File: config.mk
export PLATFORM = sky130hd
export DESIGN_NAME = logic_string_op_decoder
export DESIGN_NICKNAME = d
export VERILOG_FILES = /design/src/hw/logic_string_op_decoder.v /design/src/hw/clock_cost_calc.v
export VERILOG_INCLUDE_DIRS = /design/src /design/src/hw
export SDC_FILE = /design/constraint.sdc
export NUM_CORES = 1
export LEC_CHECK = 0
export BUFFER_PORTS_ARGS = -buffer_cell sky130_fd_sc_hd__buf_2
export CORE_UTILIZATION = 50
export CTS_CLUSTER_SIZE = 30
export DETAILED_ROUTE_END_ITERATION = 7
export PLACE_DENSITY = 0.8
export SLEW_MARGIN = 30
export SYNTH_ARGS = -nofsm -noshare
export SYNTH_HDL_FRONTEND = slang
export SYNTH_HIERARCHICAL = 1
export SYNTH_SLANG_ARGS = --single-unit
File: constraint.sdc
create_clock -name CLK_SYS -period 5.5 [get_ports CLK_SYS]
set_input_delay 0.275 -clock CLK_SYS [delete_from_list [all_inputs] [get_ports CLK_SYS]]
set_output_delay 0.275 -clock CLK_SYS [all_outputs]
set_load 0.1 [all_outputs]
File: src/hw/decoder_defs.vh
// constants shared by the logical/string opcode decoder and its cost calculator
`ifndef DECODER_DEFS_VH
`define DECODER_DEFS_VH

// opcode bytes and 7-bit opcode bodies (size bit stripped)
`define PREFIX_ITERATE  8'hF3
`define ESCAPE_BYTE     8'h0F
`define OPC2_DBL_SHL    8'hA4
`define OPC_GROUP3      7'h7B
`define OPC_TEST_ACC    7'h54
`define OPC_AND_ACC     7'h12
`define OPC_CMP_STR     7'h53
`define OPC_IN_STR      7'h36
`define OPC_OUT_STR     7'h37
`define OPC_LOAD_STR    7'h56
`define OPC_MOVE_STR    7'h52
`define OPC_SCAN_STR    7'h57
`define OPC_STORE_STR   7'h55

// operand-location byte fields
`define MODRM_MOD_MSB   7
`define MODRM_MOD_LSB   6
`define MODRM_REG_MSB   5
`define MODRM_REG_LSB   3
`define MOD_REGISTER    2'h3
`define SUB_TEST        3'h0
`define SUB_INVERT      3'h2

// decoded operation identities
`define OP_NONE         4'h0
`define OP_TEST_IMM     4'h1
`define OP_TEST_ACC     4'h2
`define OP_INVERT       4'h3
`define OP_AND_ACC      4'h4
`define OP_CMP_STR      4'h5
`define OP_IN_STR       4'h6
`define OP_OUT_STR      4'h7
`define OP_LOAD_STR     4'h8
`define OP_MOVE_STR     4'h9
`define OP_SCAN_STR     4'hA
`define OP_STORE_STR    4'hB
`define OP_CMP_REP      4'hC
`define OP_DBL_SHL      4'hD

// operating modes
`define MODE_REAL       2'h0
`define MODE_V86        2'h1
`define MODE_PROT       2'h2

// clock figures
`define CLK_TEST_REG    8'h02
`define CLK_TEST_MEM    8'h05
`define CLK_ACC_IMM     8'h02
`define CLK_INV_REG     8'h02
`define CLK_INV_MEM     8'h06
`define CLK_CMP_STR     8'h0A
`define CLK_IN_REAL     8'h0F
`define CLK_IN_V86      8'h1D
`define CLK_IN_PRIV     8'h09
`define CLK_IN_UNPRIV   8'h1D
`define CLK_OUT_REAL    8'h0E
`define CLK_OUT_V86     8'h1C
`define CLK_OUT_PRIV    8'h08
`define CLK_OUT_UNPRIV  8'h1C
`define CLK_LOAD_STR    8'h05
`define CLK_MOVE_STR    8'h07
`define CLK_SCAN_STR    8'h07
`define CLK_STORE_STR   8'h04
`define CLK_REP_CMP_FIX 8'h05
`define CLK_REP_CMP_PER 4'h9
`define CLK_SHL_REG     8'h03
`define CLK_SHL_MEM     8'h07

// immediate lengths in bytes
`define IMM_LEN_BYTE    3'h1
`define IMM_LEN_WORD    3'h2
`define IMM_LEN_DWORD   3'h4
`define SHORT_COUNT_MSK 32'h0000FFFF

`endif

File: src/hw/logic_string_op_decoder.v
// byte-serial decoder for test/invert/accumulator-and, string ops and double left shift
`timescale 1ns/1ps
`default_nettype none
`include "decoder_defs.vh"

module logic_string_op_decoder #(
	parameter COST_W = 40
) (
	input  wire              CLK_SYS,
	input  wire              RST_B,
	input  wire              QUEUE_VALID,
	input  wire [7:0]        QUEUE_BYTE,
	output wire              QUEUE_READY,
	input  wire [1:0]        MODE,
	input  wire              PRIV_OK,
	input  wire              OPERAND_32,
	input  wire              COUNT_WIDE,
	input  wire [31:0]       COUNT_VALUE,
	input  wire              SEQ_ACCEPT,
	output wire              DEC_VALID,
	output wire [3:0]        DEC_OP,
	output wire              DEC_WIDE,
	output wire              DEC_WORD32,
	output wire              DEC_MEM,
	output wire [31:0]       DEC_IMM,
	output wire [31:0]       DEC_ITER,
	output wire [COST_W-1:0] DEC_CLOCKS,
	output wire              DEC_UNSUPPORTED
);

	////////////////////////////////////////////////////////////////////////
	// state and registers

	localparam [2:0] ST_OPCODE = 3'h0;
	localparam [2:0] ST_ESCAPE = 3'h1;
	localparam [2:0] ST_MODRM  = 3'h2;
	localparam [2:0] ST_IMM    = 3'h3;
	localparam [2:0] ST_CALC   = 3'h4;
	localparam [2:0] ST_HOLD   = 3'h5;

	reg  [2:0]        state_reg;
	reg  [2:0]        state_next;
	reg               rep_reg;
	reg               rep_next;
	reg  [3:0]        op_reg;
	reg  [3:0]        op_next;
	reg               wide_reg;
	reg               wide_next;
	reg               word32_reg;
	reg               word32_next;
	reg               mem_reg;
	reg               mem_next;
	reg  [2:0]        imm_left_reg;
	reg  [2:0]        imm_left_next;
	reg  [1:0]        imm_idx_reg;
	reg  [1:0]        imm_idx_next;
	reg  [31:0]       iter_reg;
	reg  [31:0]       iter_next;
	reg  [COST_W-1:0] clocks_reg;
	reg               valid_reg;
	reg               bad_reg;
	reg               bad_next;
	reg               ready_reg;
	wire [COST_W-1:0] cost;
	wire              take;
	wire [6:0]        body;
	wire [1:0]        mod_field;
	wire [2:0]        sub_field;
	wire [2:0]        imm_len;

	assign take      = QUEUE_VALID & ready_reg;
	assign body      = QUEUE_BYTE[7:1];
	assign mod_field = QUEUE_BYTE[`MODRM_MOD_MSB:`MODRM_MOD_LSB];
	assign sub_field = QUEUE_BYTE[`MODRM_REG_MSB:`MODRM_REG_LSB];
	// byte, word or doubleword immediate
	// short forms go straight to the immediate, so size it from the opcode byte itself
	assign imm_len   = (state_reg == ST_OPCODE) ?
		(!QUEUE_BYTE[0] ? `IMM_LEN_BYTE : (OPERAND_32 ? `IMM_LEN_DWORD : `IMM_LEN_WORD)) :
		(!wide_reg ? `IMM_LEN_BYTE : (word32_reg ? `IMM_LEN_DWORD : `IMM_LEN_WORD));

	////////////////////////////////////////////////////////////////////////
	// next-state decode

	always @* begin
		state_next    = state_reg;
		rep_next      = rep_reg;
		op_next       = op_reg;
		wide_next     = wide_reg;
		word32_next   = word32_reg;
		mem_next      = mem_reg;
		imm_left_next = imm_left_reg;
		imm_idx_next  = imm_idx_reg;
		iter_next     = iter_reg;
		bad_next      = 1'b0;
		case (state_reg)
			ST_OPCODE: begin
				if (take) begin
					wide_next    = QUEUE_BYTE[0];
					word32_next  = QUEUE_BYTE[0] & OPERAND_32;
					mem_next     = 1'b0;
					imm_idx_next = 2'h0;
					iter_next    = 32'h00000000;
					state_next   = ST_CALC;
					if (QUEUE_BYTE == `PREFIX_ITERATE) begin
						rep_next   = 1'b1;
						state_next = ST_OPCODE;
					end else if (QUEUE_BYTE == `ESCAPE_BYTE && !rep_reg) begin
						state_next = ST_ESCAPE;
					end else if (rep_reg) begin
						if (body == `OPC_CMP_STR) begin
							op_next = `OP_CMP_REP;
							iter_next = COUNT_WIDE ? COUNT_VALUE : (COUNT_VALUE & `SHORT_COUNT_MSK);
						end else begin
							bad_next   = 1'b1;
							rep_next   = 1'b0;
							state_next = ST_OPCODE;
						end
					end else begin
						case (body)
							`OPC_GROUP3: begin
								// a shift left over from before must not steer the operand byte
								op_next    = `OP_NONE;
								state_next = ST_MODRM;
							end
							`OPC_TEST_ACC: begin
								op_next    = `OP_TEST_ACC;
								state_next = ST_IMM;
							end
							`OPC_AND_ACC: begin
								op_next    = `OP_AND_ACC;
								state_next = ST_IMM;
							end
							`OPC_CMP_STR:   op_next = `OP_CMP_STR;
							`OPC_IN_STR:    op_next = `OP_IN_STR;
							`OPC_OUT_STR:   op_next = `OP_OUT_STR;
							`OPC_LOAD_STR:  op_next = `OP_LOAD_STR;
							`OPC_MOVE_STR:  op_next = `OP_MOVE_STR;
							`OPC_SCAN_STR:  op_next = `OP_SCAN_STR;
							`OPC_STORE_STR: op_next = `OP_STORE_STR;
							default: begin
								bad_next   = 1'b1;
								state_next = ST_OPCODE;
							end
						endcase
					end
				end
			end
			ST_ESCAPE: begin
				if (take) begin
					if (QUEUE_BYTE == `OPC2_DBL_SHL) begin
						op_next    = `OP_DBL_SHL;
						state_next = ST_MODRM;
					end else begin
						bad_next   = 1'b1;
						state_next = ST_OPCODE;
					end
				end
			end
			ST_MODRM: begin
				if (take) begin
					mem_next   = (mod_field != `MOD_REGISTER);
					state_next = ST_CALC;
					if (op_reg == `OP_DBL_SHL) begin
						// shift count is always one byte
						wide_next   = 1'b0;
						word32_next = 1'b0;
						state_next  = ST_IMM;
					end else if (sub_field == `SUB_TEST) begin
						op_next    = `OP_TEST_IMM;
						state_next = ST_IMM;
					end else if (sub_field == `SUB_INVERT) begin
						op_next = `OP_INVERT;
					end else begin
						bad_next   = 1'b1;
						state_next = ST_OPCODE;
					end
				end
			end
			ST_IMM: begin
				if (take) begin
					imm_idx_next = imm_idx_reg + 2'h1;
					if (imm_left_reg == `IMM_LEN_BYTE)
						state_next = ST_CALC;
				end
			end
			ST_CALC: begin
				state_next = ST_HOLD;
			end
			ST_HOLD: begin
				if (SEQ_ACCEPT) begin
					rep_next   = 1'b0;
					state_next = ST_OPCODE;
				end
			end
			default: begin
				state_next = ST_OPCODE;
			end
		endcase
		// immediate length known once the size is fixed
		if (state_reg != ST_IMM)
			imm_left_next = imm_len;
		else if (take)
			imm_left_next = imm_left_reg - 3'h1;
		// size of shift count overrides the operand size
		if (op_next == `OP_DBL_SHL && state_reg != ST_IMM)
			imm_left_next = `IMM_LEN_BYTE;
	end

	////////////////////////////////////////////////////////////////////////
	// cost of the decoded operation

	clock_cost_calc #(
		.COST_W  (COST_W)
	) u_cost (
		.op      (op_reg),
		.mem     (mem_reg),
		.mode    (MODE),
		.priv_ok (PRIV_OK),
		.iter    (iter_reg),
		.cost    (cost)
	);

	////////////////////////////////////////////////////////////////////////
	// sequential state

	always @(posedge CLK_SYS or negedge RST_B) begin
		if (!RST_B) begin
			state_reg    <= ST_OPCODE;
			rep_reg      <= 1'b0;
			op_reg       <= `OP_NONE;
			wide_reg     <= 1'b0;
			word32_reg   <= 1'b0;
			mem_reg      <= 1'b0;
			imm_left_reg <= `IMM_LEN_BYTE;
			imm_idx_reg  <= 2'h0;
			iter_reg     <= 32'h00000000;
			clocks_reg   <= {COST_W{1'b0}};
			valid_reg    <= 1'b0;
			bad_reg      <= 1'b0;
			ready_reg    <= 1'b0;
		end else begin
			state_reg    <= state_next;
			rep_reg      <= rep_next;
			op_reg       <= op_next;
			wide_reg     <= wide_next;
			word32_reg   <= word32_next;
			mem_reg      <= mem_next;
			imm_left_reg <= imm_left_next;
			imm_idx_reg  <= imm_idx_next;
			iter_reg     <= iter_next;
			bad_reg      <= bad_next;
			// stall the queue while a result waits for the sequencer
			ready_reg    <= (state_next != ST_CALC) && (state_next != ST_HOLD);
			if (state_reg == ST_CALC) begin
				clocks_reg <= cost;
				valid_reg  <= 1'b1;
			end else if (state_reg == ST_HOLD && SEQ_ACCEPT) begin
				valid_reg  <= 1'b0;
			end
		end
	end

	////////////////////////////////////////////////////////////////////////
	// immediate assembly, little-endian byte lanes

	genvar lane;
	generate
		for (lane = 0; lane < 4; lane = lane + 1) begin : g_imm_lane
			reg [7:0] lane_reg;
			always @(posedge CLK_SYS or negedge RST_B) begin
				if (!RST_B) begin
					lane_reg <= 8'h00;
				end else if (state_reg == ST_OPCODE && take) begin
					// stale upper bytes would corrupt a short immediate
					lane_reg <= 8'h00;
				end else if (state_reg == ST_IMM && take && imm_idx_reg == lane) begin
					lane_reg <= QUEUE_BYTE;
				end
			end
			assign DEC_IMM[8*lane+7:8*lane] = lane_reg;
		end
	endgenerate

	assign QUEUE_READY     = ready_reg;
	assign DEC_VALID       = valid_reg;
	assign DEC_OP          = op_reg;
	assign DEC_WIDE        = wide_reg;
	assign DEC_WORD32      = word32_reg;
	assign DEC_MEM         = mem_reg;
	assign DEC_ITER        = iter_reg;
	assign DEC_CLOCKS      = clocks_reg;
	assign DEC_UNSUPPORTED = bad_reg;

endmodule // logic_string_op_decoder

`default_nettype wire

File: src/hw/clock_cost_calc.v
// clock count charged for one decoded operation
`timescale 1ns/1ps
`default_nettype none
`include "decoder_defs.vh"

module clock_cost_calc #(
	parameter COST_W = 40
) (
	input  wire [3:0]        op,
	input  wire              mem,
	input  wire [1:0]        mode,
	input  wire              priv_ok,
	input  wire [31:0]       iter,
	output wire [COST_W-1:0] cost
);

	reg [7:0] fixed;
	reg [3:0] per;

	always @* begin
		fixed = 8'h00;
		per   = 4'h0;
		case (op)
			`OP_TEST_IMM:  fixed = mem ? `CLK_TEST_MEM : `CLK_TEST_REG;
			`OP_TEST_ACC:  fixed = `CLK_ACC_IMM;
			`OP_AND_ACC:   fixed = `CLK_ACC_IMM;
			`OP_INVERT:    fixed = mem ? `CLK_INV_MEM : `CLK_INV_REG;
			`OP_CMP_STR:   fixed = `CLK_CMP_STR;
			`OP_IN_STR: begin
				if (mode == `MODE_REAL)
					fixed = `CLK_IN_REAL;
				else if (mode == `MODE_V86)
					fixed = `CLK_IN_V86;
				else
					fixed = priv_ok ? `CLK_IN_PRIV : `CLK_IN_UNPRIV;
			end
			`OP_OUT_STR: begin
				if (mode == `MODE_REAL)
					fixed = `CLK_OUT_REAL;
				else if (mode == `MODE_V86)
					fixed = `CLK_OUT_V86;
				else
					fixed = priv_ok ? `CLK_OUT_PRIV : `CLK_OUT_UNPRIV;
			end
			`OP_LOAD_STR:  fixed = `CLK_LOAD_STR;
			`OP_MOVE_STR:  fixed = `CLK_MOVE_STR;
			`OP_SCAN_STR:  fixed = `CLK_SCAN_STR;
			`OP_STORE_STR: fixed = `CLK_STORE_STR;
			`OP_CMP_REP: begin
				fixed = `CLK_REP_CMP_FIX;
				per   = `CLK_REP_CMP_PER;
			end
			`OP_DBL_SHL:   fixed = mem ? `CLK_SHL_MEM : `CLK_SHL_REG;
			default: begin
				fixed = 8'h00;
				per   = 4'h0;
			end
		endcase
	end

	assign cost = {{(COST_W-8){1'b0}}, fixed}
		+ ({{(COST_W-4){1'b0}}, per} * {{(COST_W-32){1'b0}}, iter});

endmodule // clock_cost_calc

`default_nettype wire

==> impl_results.md <==
- Synth Area in Simple Gates: between 15 and 20%
- Post-synthesis adder-cell area fraction: 14.8%
- TritonCTS Buffers: 17
- Top-count cell post-synth: dfrtp_1
- Mean Syn Cell Area: 9.74 µm²
- Layout cells sized above 1: about a quarter
- Number of flops mapped to enable cells by yosys: 0
- Area Growth Syn to Fin: 16.9%
- Initial antenna violation count: 0
- Via-per-instance ratio: 5.95
- Final worst-path cycle share: roughly four fifths
- Compound-Gate Fraction of Synth Area: between 20% and 30%
- Worst path cell trace: nor2_1, and3_1, buf_4, and2_1, ha_1, ha_1, ha_1, a21oi_1, o21ai_0, or2_2, a31oi_1, nand2_1, a311oi_1, xnor2_1, mux2_2
- Final instance area: between 10000 and 15000 µm²
- Via Count: approximately 7600
- Synth top area share: a little over a third
- DR WL/cell: about 18 µm
- DP Area: between 9000 and 10000 µm²
- CP max stage cell: dfrtp_1
- Worst IR drop on VDD: 442 µV
- Vias in the first global route: ~7400
- RSZ-0062 raised after global routing: no
- Leakage: 5.48 nW
- Critical Path End Type: flop
- Starting DRC count in detailed routing: around 640
- Clock Path Buffers: 2
- Yosys top cell by area: dfrtp_1
- Grt total ovfl: 0
- Die area: around 18000 µm²
- First-pass GRT wire length: 36900 µm
- Worst skew pair latency: about 0.43 ns
- XOR/XNOR Fraction of Synth Area: approximately 2.9%
- Num rows: 47
- Filler cells: around 1400
- Post-synthesis cell area: ~8700 µm²
- Core area: around 17000 µm²
- Htree depth: 4
- Most used DFF post-synth: dfrtp_1
- Power per cell area: approximately 430 nW/µm²
- Switching Share: a little over half
- Sequential share of power: 27.8%
- Hold Path Class: in -> reg
- Int Pwr: 2.08 mW
- Minimum clock period: 4.35 ns
- Synth area leaders: dfrtp_1 (35%), ha_1 (14%), mux2_2 (5.3%)
- Worst Skew: ~0.011 ns
- Gr usage total: a little over a quarter
- Worst EP arrival: 4.66 ns
- CTS Root Cell: clkbuf_16
- Detailed-placement wirelength estimate: between 15000 and 20000 µm
- WP data required: roughly 5.8 ns
- Initial Util: between 50 and 60%
- DRT Pass-1 Iters: 6
- Max FFs per register: 40
- Count of buffers from port buffering: 162
- Nature of the critical path startpoint: flop
- Gate power share: 47.5%
- Ant. Diodes: 0
- Die width: about 130 µm
- Psw: between 2 and 2.5 mW
- Ys Warns: 6
- Final wirelength: roughly 23000 µm
- Endpoints failing hold: 0
- Final setup violation count: 0
- Highest clock rate: about 230 MHz
- Placer Congestion: about 0.94
- Clock transition at path regs: approximately 0.070 ns
- Synth cell types: between 100 and 150
- Most frequent cells after synthesis: dfrtp_1 (122), ha_1 (100), nand2_1 (97), o21ai_0 (67), a21oi_1 (52)
- IO Count: 163
- CTS tree: yes
- Top delay family on crit path: simple AND/OR/NAND/NOR gates
- Worst Setup Path Type: reg -> reg
- Clock share of power: approximately 25%
- Drt drc: 0
- CP peak stage delay: around 0.51 ns
- Clock Sinks: 123
- Relative slew margins: 43.1%
- Yosys reg bits: approximately 120
- Buf/Inv on CP: 1
- Slew at the pin closest to its max-slew limit: between 0.8 and 0.9 ns
- Pins Over Slew Limit: 0
- Most used cell, CP: ha_1
- Antenna-violating nets left: 0
- Mux contribution to synthesized area: around 5.5%
- Seq/Total Area, Yosys: between 30% and 40%
- Post-Syn Instances: between 800 and 900
- Largest net degree at the start of global routing: 67
- Largest family of logic cells by synthesized area: compound AO/OA/AOI/OAI gates
- Setup_tns: 0 ns
- Outcome: finished clean
- # nets final: about 1200
- CP Max Fanout: 27
- Die H: between 100 and 150 µm
- Async set or reset register ratio after synthesis: 100%
- Max_cap viols: 0
## cell type report
cell class,instances,area (µm²),share of cell area (%)
multi-input combinational,702,5300,52.0
sequential,123,3080,30.2
timing repair buffer,168,861,8.45
clock buffer,17,425,4.17
tap,220,275,2.70
clock inverter,15,141,1.39
inverter,28,105,1.03
## layer usage
layer | part of all wire (%) | global-route usage, %
met1 | 44 | 33.7
met2 | 49 | 43.7
met3 | 5.3 | 4.38
met4 | 2.0 | 9.93
met5 | 0 | 0
## cells by family after synthesis
kind of cell               count (synthesis)
and+or+nand+nor                          269
AOI/OAI and AO/OA                        255
DFF                                      123
adders and majority gates                102
buffers and inverters                     73
muxes                                     43
xor gates and xnor gates                  29
other                                      1
## per-stage QoR
step	setup WS, ns	total power [mW]	utilization (%)	instances	hold slack, ns
6_report	1.15	4.42	60.6	1273	0.0570
4_1_cts	1.20	4.44	60.5	1273	0.0441
3_5_place_dp	1.21	3.34	57.1	1240	0.425
5_1_grt	0.885	4.61	60.6	1273	0.0554
2_1_floorplan	0.977	2.98	-	898	-0.0206
3_3_place_gp	1.30	3.30	57.1	1240	0.428
## power groups by stage
stage / Sequential (mW) / Clock, mW / Combinational, mW
detailed placement: 1.24 / 0 / 2.10
floorplan: 2.33 / 0 / 0.646
global placement: 1.23 / 0 / 2.07
finish: 1.23 / 1.09 / 2.10
CTS: 1.23 / 1.11 / 2.10
global route: 1.25 / 1.14 / 2.21
## placed cells by master (no fill, tap or decap), drive strengths merged, types with 10 or more instances in the layout
| cell type | instances |
|---|---|
| buf | 167 |
| dfrtp | 122 |
| ha | 100 |
| nand2 | 98 |
| o21ai | 72 |
| a21oi | 53 |
| mux2 | 41 |
| inv | 40 |
| nor2 | 37 |
| and2 | 36 |
| a22o | 32 |
| xnor2 | 21 |
| nor3 | 18 |
| clkbuf | 17 |
| nand3 | 17 |
| a21o | 14 |
| a31oi | 12 |
| o211ai | 10 |
## timing repair
| item | CTS | global route |
|---|---|---|
| resized for setup | 0 | 0 |
| setup endpoints to repair | 0 | 0 |
| buffers inserted | 0 | 0 |
| hold buffers | 1 | 0 |
| hold endpoints to repair | 64 | 0 |
## final timing paths
check | to | from | cells after the start | slack (ns)
worst max-delay path | DEC_CLOCKS[30]$_DFFE_PN0P_ | DEC_OP[0]$_DFF_PN0_ | 15 | 1.15
worst min-delay path | DEC_ITER[19]$_DFFE_PN0P_ | COUNT_VALUE[19] | 2 | 0.06
worst max register to register | DEC_CLOCKS[30]$_DFFE_PN0P_ | DEC_OP[0]$_DFF_PN0_ | 15 | 1.15
worst min register to register | g_imm_lane[3].lane_reg[2]$_DFFE_PN0P_ | g_imm_lane[3].lane_reg[2]$_DFFE_PN0P_ | 2 | 0.48
max in group asynchronous | g_imm_lane[0].lane_reg[6]$_DFFE_PN0P_ | RST_B | 3 | 3.77
min in group asynchronous | DEC_ITER[15]$_DFFE_PN0P_ | RST_B | 2 | 0.49
No activity file was read; power rests on OpenSTA's default activity.
